--- config.mk ---
export PLATFORM = sky130hd
export DESIGN_NAME = eip_core
export DESIGN_NICKNAME = d
export VERILOG_FILES = /design/src/shared/eip_pkg.sv /design/src/core/eip_core.sv /design/src/core/eip_pick.sv
export SDC_FILE = /design/constraint.sdc
export NUM_CORES = 1
export LEC_CHECK = 0
export ABC_AREA = 1
export BUFFER_PORTS_ARGS = -buffer_cell sky130_fd_sc_hd__clkbuf_2
export CAP_MARGIN = 20
export CORE_MARGIN = 3
export CORE_UTILIZATION = 58
export DETAILED_ROUTE_END_ITERATION = 8
export PLACE_DENSITY = 0.87
export SKIP_LAST_GASP = 1
export SYNTH_ARGS = -nofsm -noshare
export SYNTH_HDL_FRONTEND = slang
export SYNTH_SLANG_ARGS = --single-unit
--- constraint.sdc ---
create_clock -name clk -period 15.5 [get_ports clk]
set_clock_uncertainty 0.2 [all_clocks]
set_input_delay 0.775 -clock clk [delete_from_list [all_inputs] [get_ports clk]]
set_output_delay 0.775 -clock clk [all_outputs]
set_load 0.02 [all_outputs]
--- src/shared/eip_pkg.sv ---
// constants for the extended interrupt enable and priority block
package eip_pkg;
  localparam int SRC_W = 4;
  localparam int NSRC  = 13;
  typedef logic [SRC_W-1:0] eip_src_t;
  typedef logic [1:0]       eip_level_t;

  // register addresses on the special function register port
  localparam logic [7:0] ADDR_ENABLE_ONE     = 8'hE6;
  localparam logic [7:0] ADDR_ENABLE_TWO     = 8'hCE;
  localparam logic [7:0] ADDR_PRIORITY_LOW   = 8'hF3;
  localparam logic [7:0] ADDR_PRIORITY_HIGH  = 8'hF5;

  // reset values
  localparam logic [7:0] RST_ENABLE_ONE      = 8'h00;
  localparam logic [7:0] RST_ENABLE_TWO      = 8'h00;
  localparam logic [7:0] RST_PRIORITY_LOW    = 8'h00;
  localparam logic [7:0] RST_PRIORITY_HIGH   = 8'h00;
  localparam logic [7:0] RDATA_UNMAPPED      = 8'h00;

  // writable bits of the second enable register, bits 7:5 reserved
  localparam logic [7:0] ENABLE_TWO_MASK     = 8'h1F;

  // bit positions of the first enable / priority registers
  localparam int BIT_SMBUS     = 0;
  localparam int BIT_PORT_MAT  = 1;
  localparam int BIT_ADC_WIN   = 2;
  localparam int BIT_ADC_CONV  = 3;
  localparam int BIT_COUNTER   = 4;
  localparam int BIT_CMP_ZERO  = 5;
  localparam int BIT_CMP_ONE   = 6;
  localparam int BIT_TIMER3    = 7;
  // bit positions of the second enable register
  localparam int BIT_USB       = 0;
  localparam int BIT_VBUS      = 1;
  localparam int BIT_UART_TWO  = 2;
  localparam int BIT_I2C_SLAVE = 3;
  localparam int BIT_TIMER4    = 4;

  // source numbers, also the fixed tie-break order (lower wins)
  localparam eip_src_t SRC_SMBUS     = 4'h0;
  localparam eip_src_t SRC_PORT_MAT  = 4'h1;
  localparam eip_src_t SRC_ADC_WIN   = 4'h2;
  localparam eip_src_t SRC_ADC_CONV  = 4'h3;
  localparam eip_src_t SRC_COUNTER   = 4'h4;
  localparam eip_src_t SRC_CMP_ZERO  = 4'h5;
  localparam eip_src_t SRC_CMP_ONE   = 4'h6;
  localparam eip_src_t SRC_TIMER3    = 4'h7;
  localparam eip_src_t SRC_USB       = 4'h8;
  localparam eip_src_t SRC_VBUS      = 4'h9;
  localparam eip_src_t SRC_UART_TWO  = 4'hA;
  localparam eip_src_t SRC_I2C_SLAVE = 4'hB;
  localparam eip_src_t SRC_TIMER4    = 4'hC;

  // level given to sources whose priority bits live outside this block
  localparam eip_level_t LEVEL_DEFAULT = 2'h0;
endpackage

--- src/core/eip_core.sv ---
// extended interrupt enable and priority registers with request selection
// What this block does
// - comparator 0 rising or falling flag requests only while its enable is set.
// - counter array requests pass only while enable-one bit 4 is set.
// - adc window flag requests only while enable-one bit 2 is set.
// - port match requests pass only while enable-one bit 1 is set.
// - smbus requests pass only while enable-one bit 0 is set.
// - priority-low bits give level lsb per source; bit 7 is timer 3.
// - priority-low bit 6 is comparator 1; rest follow enable-one order.
// - priority-high bits give level msb with the same bit mapping.
// - timer 4 low or high overflow requests only while enable-two bit 4 set.
// - i2c slave requests pass only while enable-two bit 3 is set.
// - second uart requests pass only while enable-two bit 2 is set.
// - vbus and charger requests pass only while enable-two bit 1 set.
// - global enable clear blocks all; set lets each own enable decide.
`timescale 1ns/1ps
module eip_core (
  input  wire logic              clk,
  input  wire logic              reset,
  input  wire logic [7:0]        sfr_addr,
  input  wire logic              sfr_wr,
  input  wire logic [7:0]        sfr_wdata,
  input  wire logic              sfr_rd,
  output logic [7:0]             sfr_rdata,
  input  wire logic              global_irq_enable,
  input  wire logic              comparator_rising_flag,
  input  wire logic              comparator_falling_flag,
  input  wire logic              comparator_one_pending,
  input  wire logic              counter_array_pending,
  input  wire logic              adc_window_flag,
  input  wire logic              adc_conversion_pending,
  input  wire logic              port_match_pending,
  input  wire logic              smbus_pending,
  input  wire logic              timer_three_pending,
  input  wire logic              usb_event_pending,
  input  wire logic              vbus_charger_pending,
  input  wire logic              second_uart_pending,
  input  wire logic              i2c_slave_pending,
  input  wire logic              timer_four_low_overflow,
  input  wire logic              timer_four_high_overflow,
  input  wire logic              core_in_handler,
  input  wire eip_pkg::eip_level_t core_active_level,
  output logic                   irq_request,
  output eip_pkg::eip_src_t      irq_source,
  output eip_pkg::eip_level_t    irq_level,
  output logic [7:0]             extended_irq_enable_one,
  output logic [7:0]             extended_irq_enable_two
);
  import eip_pkg::*;

  logic [7:0]  enable_one_reg;
  logic [7:0]  enable_two_reg;
  logic [7:0]  priority_low_reg;
  logic [7:0]  priority_high_reg;
  logic [7:0]  rdata_reg;
  logic [7:0]  rdata_next;
  logic        request_reg;
  logic        request_next;
  eip_src_t    source_reg;
  eip_level_t  level_reg;

  wire hit_one  = (sfr_addr == ADDR_ENABLE_ONE);
  wire hit_two  = (sfr_addr == ADDR_ENABLE_TWO);
  wire hit_low  = (sfr_addr == ADDR_PRIORITY_LOW);
  wire hit_high = (sfr_addr == ADDR_PRIORITY_HIGH);

  // named enable bits
  wire smbus_irq_enable          = enable_one_reg[BIT_SMBUS];
  wire port_match_irq_enable     = enable_one_reg[BIT_PORT_MAT];
  wire adc_window_irq_enable     = enable_one_reg[BIT_ADC_WIN];
  wire adc_conversion_irq_enable = enable_one_reg[BIT_ADC_CONV];
  wire counter_array_irq_enable  = enable_one_reg[BIT_COUNTER];
  wire comparator_zero_irq_enable= enable_one_reg[BIT_CMP_ZERO];
  wire comparator_one_irq_enable = enable_one_reg[BIT_CMP_ONE];
  wire timer_three_irq_enable    = enable_one_reg[BIT_TIMER3];
  wire usb_event_irq_enable      = enable_two_reg[BIT_USB];
  wire vbus_charger_irq_enable   = enable_two_reg[BIT_VBUS];
  wire second_uart_irq_enable    = enable_two_reg[BIT_UART_TWO];
  wire i2c_slave_irq_enable      = enable_two_reg[BIT_I2C_SLAVE];
  wire timer_four_irq_enable     = enable_two_reg[BIT_TIMER4];

  // gated requests, indexed by source number
  wire [NSRC-1:0] gated;
  assign gated[SRC_SMBUS]     = smbus_pending & smbus_irq_enable;
  assign gated[SRC_PORT_MAT]  =
    port_match_pending & port_match_irq_enable;
  assign gated[SRC_ADC_WIN]   =
    adc_window_flag & adc_window_irq_enable;
  assign gated[SRC_ADC_CONV]  =
    adc_conversion_pending & adc_conversion_irq_enable;
  assign gated[SRC_COUNTER]   =
    counter_array_pending & counter_array_irq_enable;
  assign gated[SRC_CMP_ZERO]  =
    (comparator_rising_flag | comparator_falling_flag)
    & comparator_zero_irq_enable;
  assign gated[SRC_CMP_ONE]   =
    comparator_one_pending & comparator_one_irq_enable;
  assign gated[SRC_TIMER3]    =
    timer_three_pending & timer_three_irq_enable;
  assign gated[SRC_USB]       =
    usb_event_pending & usb_event_irq_enable;
  assign gated[SRC_VBUS]      =
    vbus_charger_pending & vbus_charger_irq_enable;
  assign gated[SRC_UART_TWO]  =
    second_uart_pending & second_uart_irq_enable;
  assign gated[SRC_I2C_SLAVE] =
    i2c_slave_pending & i2c_slave_irq_enable;
  assign gated[SRC_TIMER4]    =
    (timer_four_low_overflow | timer_four_high_overflow)
    & timer_four_irq_enable;

  // the global enable sits in front of every individual mask
  wire [NSRC-1:0] active = gated & {NSRC{global_irq_enable}};

  // two-bit levels for sources 0-7: msb from the high register, lsb from the low one; sources 8 up take LEVEL_DEFAULT
  wire [2*NSRC-1:0] levels;
  genvar g;
  generate
    for (g = 0; g < 8; g++) begin : g_lvl
      assign levels[2*g +: 2] =
        {priority_high_reg[g], priority_low_reg[g]};
    end
    for (g = 8; g < NSRC; g++) begin : g_dflt
      assign levels[2*g +: 2] = LEVEL_DEFAULT;
    end
  endgenerate

  logic       pick_found;
  eip_src_t   pick_source;
  eip_level_t pick_level;

  eip_pick u_pick (
    .active (active),
    .levels (levels),
    .found  (pick_found),
    .source (pick_source),
    .level  (pick_level)
  );

  // a running handler is only interrupted by a strictly higher level
  assign request_next = pick_found &&
    (!core_in_handler || pick_level > core_active_level);

  assign rdata_next =
    hit_one  ? enable_one_reg :
    hit_two  ? enable_two_reg :
    hit_low  ? priority_low_reg :
    hit_high ? priority_high_reg : RDATA_UNMAPPED;

  always_ff @(posedge clk) begin
    if (reset) begin
      enable_one_reg    <= RST_ENABLE_ONE;
      enable_two_reg    <= RST_ENABLE_TWO;
      priority_low_reg  <= RST_PRIORITY_LOW;
      priority_high_reg <= RST_PRIORITY_HIGH;
    end else if (sfr_wr) begin
      if (hit_one)  enable_one_reg    <= sfr_wdata;
      // reserved bits never store, so they keep reading zero
      if (hit_two)  enable_two_reg    <= sfr_wdata & ENABLE_TWO_MASK;
      if (hit_low)  priority_low_reg  <= sfr_wdata;
      if (hit_high) priority_high_reg <= sfr_wdata;
    end
  end

  always_ff @(posedge clk) begin
    if (reset) begin
      rdata_reg   <= RDATA_UNMAPPED;
      request_reg <= 1'b0;
      source_reg  <= SRC_SMBUS;
      level_reg   <= LEVEL_DEFAULT;
    end else begin
      if (sfr_rd) rdata_reg <= rdata_next;
      request_reg <= request_next;
      source_reg  <= pick_source;
      level_reg   <= pick_level;
    end
  end

  assign sfr_rdata               = rdata_reg;
  assign irq_request             = request_reg;
  assign irq_source              = source_reg;
  assign irq_level               = level_reg;
  assign extended_irq_enable_one = enable_one_reg;
  assign extended_irq_enable_two = enable_two_reg;

  a_cmp0_masked: assert property (@(posedge clk) disable iff (reset)
    irq_request && irq_source == SRC_CMP_ZERO |->
    $past(enable_one_reg[BIT_CMP_ZERO]) &&
    $past(comparator_rising_flag || comparator_falling_flag))
    else $error("comparator 0 request while masked or idle");
  a_counter_gate: assert property (@(posedge clk) disable iff (reset)
    irq_request && irq_source == SRC_COUNTER |->
    $past(enable_one_reg[BIT_COUNTER]))
    else $error("counter array request while masked");
  a_window_gate: assert property (@(posedge clk) disable iff (reset)
    irq_request && irq_source == SRC_ADC_WIN |->
    $past(enable_one_reg[BIT_ADC_WIN]) && $past(adc_window_flag))
    else $error("adc window request while masked");
  a_match_gate: assert property (@(posedge clk) disable iff (reset)
    irq_request && irq_source == SRC_PORT_MAT |->
    $past(enable_one_reg[BIT_PORT_MAT]))
    else $error("port match request while masked");
  a_smbus_alone: assert property (@(posedge clk) disable iff (reset)
    global_irq_enable && !core_in_handler && smbus_pending &&
    smbus_irq_enable && active == 13'h0001 |=>
    irq_request && irq_source == SRC_SMBUS)
    else $error("lone smbus request not presented");
  a_level_bits: assert property (@(posedge clk) disable iff (reset)
    irq_request && irq_source == SRC_TIMER3 |->
    irq_level == $past({priority_high_reg[7], priority_low_reg[7]}))
    else $error("timer 3 level not taken from priority bits");
  a_reserved_zero: assert property (@(posedge clk) disable iff (reset)
    sfr_wr && hit_two |=> enable_two_reg[7:5] == 3'h0 &&
    enable_two_reg[4:0] == $past(sfr_wdata[4:0]))
    else $error("enable-two write stored wrongly");
  a_timer4_gate: assert property (@(posedge clk) disable iff (reset)
    irq_request && irq_source == SRC_TIMER4 |->
    $past(enable_two_reg[BIT_TIMER4]))
    else $error("timer 4 request while masked");
  a_global_off: assert property (@(posedge clk) disable iff (reset)
    !global_irq_enable |=> !irq_request)
    else $error("request with global enable clear");
  a_preempt_higher: assert property (@(posedge clk) disable iff (reset)
    irq_request && $past(core_in_handler) |->
    irq_level > $past(core_active_level))
    else $error("preempted by equal or lower level");
  a_usb_gate: assert property (@(posedge clk) disable iff (reset)
    irq_request && irq_source == SRC_USB |->
    $past(enable_two_reg[BIT_USB]))
    else $error("usb request while masked");
endmodule // eip_core

--- src/core/eip_pick.sv ---
// picks the pending enabled source with the highest level
`timescale 1ns/1ps
module eip_pick (
  input  wire logic [eip_pkg::NSRC-1:0]   active,
  input  wire logic [2*eip_pkg::NSRC-1:0] levels,
  output logic                            found,
  output eip_pkg::eip_src_t               source,
  output eip_pkg::eip_level_t             level
);
  import eip_pkg::*;

  // scan from the last source down so the lowest number wins a tie
  always_comb begin
    found  = 1'b0;
    source = SRC_SMBUS;
    level  = LEVEL_DEFAULT;
    for (int i = NSRC - 1; i >= 0; i--) begin
      if (active[i] && (!found || levels[2*i +: 2] >= level)) begin
        found  = 1'b1;
        source = eip_src_t'(i);
        level  = levels[2*i +: 2];
      end
    end
  end
endmodule // eip_pick

-- After elaboration in Yosys (flattened, before gate mapping)
Cells that the tools add are included.
- register bits: 44
- input bits: 39
- logic and storage cells: 112
- magnitude comparators: 9
- equal/unequal tests: 4
- mux-type cells: 37
- bitwise operators: 16
- reductions and logical operators: 35
- operators by type and width (cell ; count):
    8-bit equality test (second input constant) ; 4
    8-bit 2-to-1 mux ; 4
    2-bit 2-to-1 mux ; 10
    4-bit 2-to-1 mux ; 5
    2-bit >= comparator ; 7
    1-bit 2-to-1 mux ; 14
    1-bit bitwise AND ; 13
    13-bit bitwise AND ; 1
    3-bit 2-to-1 mux ; 4
    1-bit logical AND ; 9
    1-bit zero test ; 9
    1-bit logical OR ; 9
    9-bit OR reduction ; 1
    2-bit AND reduction ; 4
    5-bit OR reduction ; 1
    3-bit OR reduction ; 1
    2-bit by 1-bit >= comparator with 1-bit output (second input constant) ; 1
    2-bit greater-than comparator ; 1
    1-bit bitwise OR ; 2
    2-bit OR reduction ; 1

-- Logic depth before layout (Yosys ltp)
Gate-level depths: netlist of the first run.
- word-level depth: 43
- gate-level depth with buffers: 66

-- Cells and area by module
From an unflattened synthesis of the first run, not the netlist that was laid out.
- cells, all modules: 511
- area, all modules: 3414.5 µm²
- by module, submodules not included (module ; times used ; cells an instance ; area an instance (µm²)):
    eip_core ; 1 ; 296 ; 2148.3
    eip_pick ; 1 ; 215 ; 1266.2

-- Worst setup path after synthesis of the first run
No wires, ideal clock.
- path kind: input port to flip-flop
- start point: input port global_irq_enable
- end point: register request_reg (netlist: irq_request)
- library setup time: 119 ps
- arrival: 7405 ps
- required time: 15181 ps
- slack: 7776 ps
- stages on the path: 59
- cells stage by stage: buf_6 nand3_2 nor2_1 ha_1 inv_1 nand2_1 a21oi_1 nand2_2 nand2_4 nand2_1 and2_1 ha_1 a21oi_1 nand2_2 nand2_4 nand2_2 o21ai_2 ha_1 [23 not listed] inv_2 nand2_4 nand2_4 nand2_2 and2_1 ha_1 o21ai_0 nand3b_1 nand2_2 inv_1 nand2_1 nand2_1 inv_1 ha_1 inv_1 nor2_1 o21ai_0 a21oi_1
- cells in the longest elaborated chain, start to end: 41
- elaborated cells on any way between the ends: 56
- those cells by class: order compare: 8; mux: 21; bitwise: 1; reduce/logical: 26
- RTL lines (item ; line ; source):
    start, declared ; eip_core.sv:25 ; input wire logic global_irq_enable,
    13-bit bitwise AND * ; eip_core.sv:113 ; wire [NSRC-1:0] active = gated & {NSRC{global_irq_enable}};
    1-bit 2-to-1 mux (5 in a row) ; eip_pick.sv:18 ; if (active[i] && (!found || levels[2*i +: 2] >= level)) begin
    1-bit zero test ; eip_pick.sv:18 ;
    1-bit logical OR ; eip_pick.sv:18 ;
    1-bit logical AND ; eip_pick.sv:18 ;
    2-bit 2-to-1 mux / 1-bit 2-to-1 mux (equally long branches) ; eip_pick.sv:18 ;
    2-bit >= comparator / 1-bit zero test (equally long branches) ; eip_pick.sv:18 ;
    1-bit logical OR ; eip_pick.sv:18 ;
    [22 not listed] ; - ;
    2-bit >= comparator / 1-bit zero test (equally long branches) ; eip_pick.sv:18 ;
    1-bit logical OR ; eip_pick.sv:18 ;
    1-bit logical AND ; eip_pick.sv:18 ;
    2-bit 2-to-1 mux * ; eip_pick.sv:18 ;
    net pick_level[1] ; eip_core.sv:130 ; eip_level_t pick_level;
    2-bit greater-than comparator * ; eip_core.sv:142 ; (!core_in_handler || pick_level > core_active_level);
    1-bit logical OR * ; eip_core.sv:142 ;
    1-bit logical AND * ; eip_core.sv:141 ; assign request_next = pick_found &&
    end signal, assigned ; eip_core.sv:173 ; request_reg <= request_next;
    end, declared ; eip_core.sv:57 ; logic request_reg;
Mark *: on every way through the listed nets, which the timed path passes. The rest lies on a longest branch.
A chain may end at the register's enable or synchronous reset.

-- Final worst setup path of the first run
Ends and elaborated chain as after synthesis.

==> flow_results.xml, run 1 <==
<?xml version="1.0" encoding="UTF-8"?>
<metrics>
  <group name="worst_hold_path">
    <metric name="min_path_type" unit="">reg2reg</metric>
    <metric name="min_from" unit="">sfr_rdata[1]$_SDFFE_PP0P_</metric>
  </group>
  <group name="global_route">
    <metric name="overall_global_routing_resource_usage" unit="">0.275</metric>
    <metric name="grt_remaining_overflow" unit="">0</metric>
    <metric name="grt_pass1_vias" unit="">2624</metric>
    <metric name="antenna_found_initial" unit="">0</metric>
    <metric name="first_pass_grt_wire_length" unit="um">11900</metric>
    <metric name="largest_net_degree_at_the_start_of_global_routing" unit="">27</metric>
  </group>
  <group name="routing">
    <metric name="detail_route.first_pass.iterations" unit="">5</metric>
    <metric name="wire_per_inst" unit="um">14.8</metric>
    <metric name="route.detailed.vias_per_inst" unit="">5.73</metric>
    <metric name="route.detailed.drc" unit="">0</metric>
    <metric name="drt_iter0_markers" unit="">231</metric>
    <metric name="routed_wire_length" unit="um">7420</metric>
    <metric name="dr_total_vias" unit="">2872</metric>
    <metric name="final_antenna_net_count" unit="">0</metric>
  </group>
  <group name="power">
    <metric name="power.sequential.fraction" unit="">0.513</metric>
    <metric name="power_density" unit="nW/um2">69.1</metric>
    <metric name="intPower" unit="uW">168</metric>
    <metric name="power_switching" unit="uW">54.2</metric>
    <metric name="static-leakage-power" unit="nW">1.52</metric>
    <metric name="p_clk_frac" unit="">0.416</metric>
    <metric name="sw_ratio" unit="">0.244</metric>
    <metric name="p_total" unit="uW">222</metric>
    <metric name="comb_power_share" unit="">0.071</metric>
    <metric name="max-vdd-ir-drop" unit="V">0.0000557</metric>
  </group>
  <group name="logic_synthesis">
    <metric name="distinct_cell_type_count_of_the_synthesized_netlist" unit="">36</metric>
    <metric name="yosys_register_bits" unit="">44</metric>
    <metric name="synthesis.area_per_instance" unit="um2">7.14</metric>
    <metric name="synth-async-reset-ratio" unit="">0</metric>
    <metric name="synth_cells" unit="">387</metric>
    <metric name="mapped_area" unit="um2">2760</metric>
    <metric name="yosysSeqAreaShare" unit="">0.319</metric>
    <metric name="synth_enable_flop_cells" unit="">0</metric>
    <metric name="synth-warning-count" unit="">0</metric>
    <metric name="yosys_most_used_dff" unit="">sky130_fd_sc_hd__dfxtp_1</metric>
  </group>
  <group name="setup_path">
    <metric name="critical_path.max_stage_delay" unit="ps">280</metric>
    <metric name="critPathLaunch" unit="">global_irq_enable</metric>
    <metric name="worst-setup-path-type" unit="">in2reg</metric>
    <metric name="crit_top_cell" unit="">sky130_fd_sc_hd__ha_1</metric>
    <metric name="cpMaxStageDelayCell" unit="">sky130_fd_sc_hd__ha_1</metric>
    <metric name="timing.critical_path.from_type" unit="">primary input</metric>
    <metric name="regToRegStartpoint" unit="">extended_irq_enable_one[7]$_SDFFE_PP0P_</metric>
    <metric name="crit_path_max_fanout" unit="">13</metric>
    <metric name="critPathRequiredTime" unit="ps">15500</metric>
    <metric name="wp_data_arrival" unit="ps">8420</metric>
    <metric name="setup.worst_path.end_class" unit="">flip-flop</metric>
  </group>
  <group name="cts">
    <metric name="cts_setup_buffers" unit="">0</metric>
    <metric name="cts_buffers" unit="">5</metric>
    <metric name="clock_tree.buffer_depth" unit="">2</metric>
    <metric name="cts_hold_repair.buffers" unit="">0</metric>
    <metric name="cts.sink_count" unit="">44</metric>
    <metric name="post_cts_resized" unit="">0</metric>
    <metric name="cts_htree_levels" unit="">2</metric>
    <metric name="clock_latency" unit="ps">300</metric>
    <metric name="clock_tree_from_tritoncts" unit="">yes</metric>
    <metric name="worst_setup_hold_path_clk_slew" unit="ps">90</metric>
    <metric name="cts.root.buffer_cell" unit="">sky130_fd_sc_hd__clkbuf_8</metric>
  </group>
  <group name="finish">
    <metric name="finalNonFillerCells" unit="">501</metric>
    <metric name="postLayoutCellArea" unit="um2">3210</metric>
    <metric name="layout-drive-gt1-share" unit="">0.272</metric>
    <metric name="layout.nets" unit="">502</metric>
    <metric name="antenna_cells" unit="">0</metric>
    <metric name="area_growth_syn_to_layout" unit="%">16.2</metric>
  </group>
  <group name="timing">
    <metric name="total_negative_setup_slacks" unit="ps">0</metric>
    <metric name="setup_viol" unit="">0</metric>
    <metric name="setup_ws_final" unit="ps">7090</metric>
    <metric name="finalHoldViolations" unit="">0</metric>
    <metric name="grt_setup_unrepaired" unit="">no</metric>
    <metric name="worst-slew-pin-transition" unit="ps">909</metric>
    <metric name="fin_crit_sh" unit="">0.543</metric>
    <metric name="report.final.slew_viol_count" unit="">0</metric>
    <metric name="worst_max_slew_margin_expressed_relative_to_the_limit" unit="">0.389</metric>
    <metric name="layout_min_cycle_time" unit="ps">8410</metric>
    <metric name="max_freq" unit="MHz">119</metric>
  </group>
  <group name="die">
    <metric name="die_outline_area" unit="um2">5630</metric>
    <metric name="die_x" unit="um">75.0</metric>
    <metric name="initial_core_util" unit="">0.617</metric>
    <metric name="core_region_area" unit="um2">4470</metric>
    <metric name="dieHeight" unit="um">75.0</metric>
    <metric name="ioPinCount" unit="">70</metric>
    <metric name="fp-row-count" unit="">24</metric>
  </group>
  <group name="placed_design">
    <metric name="buffer_ports.inserted" unit="">66</metric>
    <metric name="dp_slack" unit="ps">6880</metric>
    <metric name="place.detailed.instances" unit="">493</metric>
    <metric name="place_hpwl" unit="um">5850</metric>
    <metric name="finalWeightedCongestion" unit="">0.905</metric>
    <metric name="place_area" unit="um2">3090</metric>
  </group>
  <group name="status">
    <metric name="status" unit="">completed</metric>
  </group>
  <group name="run">
    <metric name="number_of_maximum_capacitance_violations" unit="">0</metric>
  </group>
</metrics>
==> cell families (layout without fill, tap and decap cells) <==
group | Yosys count | count (layout) | synth area share
and+or+nand+nor | 165 | 165 | 0.326
AOI/OAI and AO/OA | 91 | 91 | 0.183
buffers and inverters | 71 | 131 | 0.104
DFF | 44 | 44 | 0.319
adders and majority gates | 15 | 15 | 0.0679
other | 1 | 3 | 0.00136
==> cells in the mapped netlist (4+ instances only) <==
cell	instances	area, um2
sky130_fd_sc_hd__nand3_1	26	130
sky130_fd_sc_hd__ha_1	15	188
sky130_fd_sc_hd__nor2_1	15	56.3
sky130_fd_sc_hd__nor3_1	4	20.0
sky130_fd_sc_hd__o21ai_2	4	35.0
sky130_fd_sc_hd__dfxtp_1	44	881
sky130_fd_sc_hd__nand2_1	70	263
sky130_fd_sc_hd__inv_1	53	199
sky130_fd_sc_hd__and2_1	4	25.0
sky130_fd_sc_hd__nand3_2	11	110
sky130_fd_sc_hd__a21oi_1	42	210
sky130_fd_sc_hd__nand2_4	6	67.6
sky130_fd_sc_hd__o21ai_0	34	170
sky130_fd_sc_hd__nand2_2	13	81.3
sky130_fd_sc_hd__clkbuf_1	10	37.5
sky130_fd_sc_hd__o221ai_1	4	35.0
==> routing by layer <==
metal | global-route usage | wire, um | vias up
li1 | - | - | 1397
met1 | 0.350 | 3130 | 1320
met2 | 0.464 | 3570 | 138
met3 | 0.0414 | 562 | 17
met4 | 0.111 | 161 | 0
met5 | 0 | 0 | -
==> metrics by stage <==
step | hold slack, ps | utilization
floorplan | 244 | -
global placement | 254 | 0.692
detailed placement | 255 | 0.692
CTS | 269 | 0.717
global route | 285 | 0.717
finish | 268 | 0.717
==> path summary, 6_finish.rpt <==
kind / end / slack [ps] / cells past startpoint
worst max-delay path: irq_request$_SDFF_PP0_ / 7090 / 59
worst min-delay path: sfr_rdata[1]$_SDFFE_PP0P_ / 270 / 2
worst max register to register: irq_request$_SDFF_PP0_ / 7470 / 58
worst min register to register: sfr_rdata[1]$_SDFFE_PP0P_ / 270 / 2
==> final cells by class <==
| type | count | area, um2 |
|---|---|---|
| multi-input cells | 274 | 1600 |
| clock inverters | 3 | 46.3 |
| fillers | 361 | 1260 |
| flip-flops and latches | 44 | 881 |
| inverters | 57 | 215 |
| well taps | 52 | 65.1 |
| repair buffers | 66 | 330 |
| clock buffers | 5 | 68.8 |
==> power by group through the flow <==
stage	Combinational [mW]	Clock, mW	Sequential, mW
after floorplan	0.00786	0	0.117
after global placement	0.0152	0	0.116
after detailed placement	0.0156	0	0.116
after CTS	0.0156	0.0919	0.114
after global routing	0.0174	0.0976	0.114
final	0.0159	0.0922	0.114
==> critical path, delay by kind of cell <==
| family | cells | cell delay [ps] |
|---|---|---|
| AND/OR/NAND/NOR | 30 | 3160 |
| adder cells (fa/ha/maj) | 8 | 2060 |
| buffers and inverters | 9 | 830 |
| AO/OA/AOI/OAI | 12 | 1570 |
==> cells in the final DEF (no fill, tap or decap), types with 4 or more instances in the layout <==
cell type,synthesis,routed
sky130_fd_sc_hd__a21oi_1,42,42
sky130_fd_sc_hd__and2_1,4,4
sky130_fd_sc_hd__clkbuf_2,0,66
sky130_fd_sc_hd__clkbuf_8,0,5
sky130_fd_sc_hd__dfxtp_1,44,44
sky130_fd_sc_hd__ha_1,15,15
sky130_fd_sc_hd__inv_1,53,53
sky130_fd_sc_hd__nand2_1,70,70
sky130_fd_sc_hd__nand2_2,13,13
sky130_fd_sc_hd__nand2_4,6,6
sky130_fd_sc_hd__nand3_1,26,26
sky130_fd_sc_hd__nand3_2,11,11
sky130_fd_sc_hd__nor2_1,15,15
sky130_fd_sc_hd__nor3_1,4,4
sky130_fd_sc_hd__o21ai_0,34,34
sky130_fd_sc_hd__o21ai_2,4,4
sky130_fd_sc_hd__o221ai_1,4,4
Power figures use the tool's default switching activity.
==> run 2, diff against run 1 <==
Settings changed: CORE_UTILIZATION 58 to 53, PLACE_DENSITY 0.87 to 0.81.
Clock period 15.5 ns to 8.5 ns, I/O delays scaled along.
==> run 2 against run 1 <==
Against the previous run:
- sequential cell count did not move
- die area rose by 8.7%
- clock power rose by 51%
- non-clock buffer count did not move
- global-route usage fell by 3.4 points
- final cell count rose by 3.0%
- via count fell by 3.7%
- critical endpoint unchanged
==> flow_results.xml, run 2 (synthesized netlist as in run 1, its figures left out) <==
<?xml version="1.0" encoding="UTF-8"?>
<metrics>
  <group name="timing">
    <metric name="total_negative_setup_slacks" unit="ps">0</metric>
    <metric name="finalHoldViolations" unit="">0</metric>
    <metric name="worst-slew-pin-transition" unit="ps">910</metric>
    <metric name="setup_viol" unit="">0</metric>
    <metric name="layout_min_cycle_time" unit="ps">7730</metric>
    <metric name="worst_max_slew_margin_expressed_relative_to_the_limit" unit="">0.388</metric>
    <metric name="fin_crit_sh" unit="">0.909</metric>
    <metric name="max_freq" unit="MHz">129</metric>
    <metric name="report.final.slew_viol_count" unit="">0</metric>
    <metric name="grt_setup_unrepaired" unit="">no</metric>
  </group>
  <group name="setup_path">
    <metric name="timing.critical_path.from_type" unit="">flip-flop</metric>
    <metric name="worst-setup-path-type" unit="">reg2reg</metric>
    <metric name="r2r_cells" unit="">58</metric>
    <metric name="regToRegStartpoint" unit="">extended_irq_enable_one[7]$_SDFFE_PP0P_</metric>
    <metric name="r2r-end" unit="">irq_request$_SDFF_PP0_</metric>
    <metric name="wp_data_arrival" unit="ps">7710</metric>
    <metric name="critPathLaunch" unit="">extended_irq_enable_one[7]$_SDFFE_PP0P_</metric>
    <metric name="critPathRequiredTime" unit="ps">8480</metric>
    <metric name="crit_path_end" unit="">irq_request$_SDFF_PP0_</metric>
    <metric name="reg2reg_setup_slack" unit="ps">770</metric>
    <metric name="crit_path_max_fanout" unit="">7</metric>
    <metric name="critical_path.max_stage_delay" unit="ps">390</metric>
    <metric name="setup.worst_path.end_class" unit="">flip-flop</metric>
    <metric name="cpMaxStageDelayCell" unit="">sky130_fd_sc_hd__dfxtp_2</metric>
  </group>
  <group name="cts">
    <metric name="post_cts_resized" unit="">0</metric>
    <metric name="cts_hold_repair.buffers" unit="">0</metric>
    <metric name="cts.sink_count" unit="">44</metric>
    <metric name="cts.root.buffer_cell" unit="">sky130_fd_sc_hd__clkbuf_8</metric>
    <metric name="worst_setup_hold_path_clk_slew" unit="ps">90</metric>
    <metric name="clock_tree_from_tritoncts" unit="">yes</metric>
    <metric name="cts_htree_levels" unit="">2</metric>
    <metric name="clock_tree.buffer_depth" unit="">2</metric>
    <metric name="clock_latency" unit="ps">290</metric>
    <metric name="cts_setup_buffers" unit="">0</metric>
    <metric name="cts_buffers" unit="">5</metric>
  </group>
  <group name="finish">
    <metric name="antenna_cells" unit="">0</metric>
    <metric name="layout.nets" unit="">502</metric>
    <metric name="seqCellArea" unit="um2">882</metric>
    <metric name="layout-drive-gt1-share" unit="">0.274</metric>
    <metric name="layout.cells.most_common_list" unit="">sky130_fd_sc_hd__nand2_1 (70), sky130_fd_sc_hd__clkbuf_2 (65), sky130_fd_sc_hd__inv_1 (53)</metric>
    <metric name="commonest_non_fill_non_tap_cell_in_the_layout" unit="">sky130_fd_sc_hd__nand2_1</metric>
    <metric name="area_growth_syn_to_layout" unit="%">16.6</metric>
    <metric name="layout_fillers" unit="">424</metric>
    <metric name="total_area_of_multi_input_combinational_cells" unit="um2">1610</metric>
  </group>
  <group name="routing">
    <metric name="route.detailed.drc" unit="">0</metric>
    <metric name="detail_route.first_pass.iterations" unit="">5</metric>
    <metric name="final_antenna_net_count" unit="">0</metric>
    <metric name="route.detailed.vias_per_inst" unit="">5.36</metric>
    <metric name="drt_iter0_markers" unit="">127</metric>
    <metric name="wire_per_inst" unit="um">13.9</metric>
    <metric name="dr_total_vias" unit="">2766</metric>
    <metric name="routed_wire_length" unit="um">7190</metric>
  </group>
  <group name="power">
    <metric name="comb_power_share" unit="">0.077</metric>
    <metric name="sw_ratio" unit="">0.244</metric>
    <metric name="power.sequential.fraction" unit="">0.553</metric>
    <metric name="static-leakage-power" unit="nW">1.51</metric>
    <metric name="max-vdd-ir-drop" unit="V">0.0000787</metric>
    <metric name="intPower" unit="uW">284</metric>
    <metric name="power_density" unit="nW/um2">116</metric>
    <metric name="p_total" unit="uW">375</metric>
    <metric name="p_clk_frac" unit="">0.370</metric>
    <metric name="power_switching" unit="uW">91.5</metric>
  </group>
  <group name="die">
    <metric name="die_x" unit="um">78.2</metric>
    <metric name="fp-row-count" unit="">25</metric>
    <metric name="initial_core_util" unit="">0.566</metric>
    <metric name="ioPinCount" unit="">70</metric>
    <metric name="core_region_area" unit="um2">4880</metric>
    <metric name="dieHeight" unit="um">78.2</metric>
    <metric name="die_outline_area" unit="um2">6110</metric>
  </group>
  <group name="global_route">
    <metric name="overall_global_routing_resource_usage" unit="">0.241</metric>
    <metric name="first_pass_grt_wire_length" unit="um">12100</metric>
    <metric name="grt_remaining_overflow" unit="">0</metric>
    <metric name="antenna_found_initial" unit="">0</metric>
    <metric name="largest_net_degree_at_the_start_of_global_routing" unit="">27</metric>
    <metric name="grt_pass1_vias" unit="">2659</metric>
  </group>
  <group name="status">
    <metric name="status" unit="">completed</metric>
  </group>
  <group name="placed_design">
    <metric name="buffer_ports.inserted" unit="">66</metric>
    <metric name="place_hpwl" unit="um">5710</metric>
    <metric name="finalWeightedCongestion" unit="">0.870</metric>
  </group>
  <group name="worst_hold_path">
    <metric name="min_path_type" unit="">in2reg</metric>
  </group>
  <group name="run">
    <metric name="number_of_maximum_capacitance_violations" unit="">0</metric>
  </group>
</metrics>
-- run 2: changes by cell type in the layout (fill, tap and decap cells not counted), sizes merged --
cell    previous run  this run
bufinv             1         0
clkbuf            71        73
inv               57        56
-- run 2: stage by stage --
stage / util / hold WS [ps] / instance area [um2] / setup WS [ps] / std cells
after floorplan: - / 244 / 2770 / 1130 / 389
after global placement: 0.638 / 255 / 3110 / 486 / 508
after detailed placement: 0.638 / 260 / 3110 / 240 / 508
after CTS: 0.657 / 110 / 3210 / 529 / 516
after global routing: 0.660 / 119 / 3220 / 22.8 / 516
final: 0.660 / 121 / 3220 / 774 / 516
-- run 2: power groups by stage --
stage,sequential [mW],clock (mW),combinational [mW]
2_1_floorplan,0.213,0,0.0143
5_1_grt,0.208,0.148,0.0322
4_1_cts,0.207,0.140,0.0282
6_report,0.207,0.139,0.0287
3_3_place_gp,0.212,0,0.0277
3_5_place_dp,0.212,0,0.0281
-- run 2: layer usage --
layer | track usage | up-vias | part of all wire
li1 | - | 1401 | -
met3 | 0.0482 | 11 | 0.081
met1 | 0.324 | 1243 | 0.45
met4 | 0.0734 | 0 | 0.014
met2 | 0.391 | 111 | 0.45
met5 | 0 | - | 0
-- run 2: worst min-delay path by stage --
stage,from,endpoint,slack (ps),cells past startpoint
detailed placement,sfr_rdata[3]$_SDFFE_PP0P_,sfr_rdata[3]$_SDFFE_PP0P_,260,2
floorplan,priority_high_reg[7]$_SDFFE_PP0P_,priority_high_reg[7]$_SDFFE_PP0P_,240,2
CTS,core_in_handler,irq_request$_SDFF_PP0_,110,2
finish,core_in_handler,irq_request$_SDFF_PP0_,120,2
global placement,sfr_rdata[2]$_SDFFE_PP0P_,sfr_rdata[2]$_SDFFE_PP0P_,250,2
global route,core_in_handler,irq_request$_SDFF_PP0_,120,2
-- run 2: worst max-delay path, delay by kind of cell (launching register included) --
kind,cells,cell delay [ps]
adders and majority gates,8,2080
buffers and inverters,7,440
and+or+nand+nor,32,3150
DFF,1,390
AOI/OAI and AO/OA,11,1380
-- run 2: cell type report --
class,count,area share
clock buffers,7,0.0268
clock inverters,1,0.00233
inverters,57,0.0668
multi-input cells,274,0.501
well taps,67,0.0260
repair buffers,66,0.103
flip-flops and latches,44,0.274
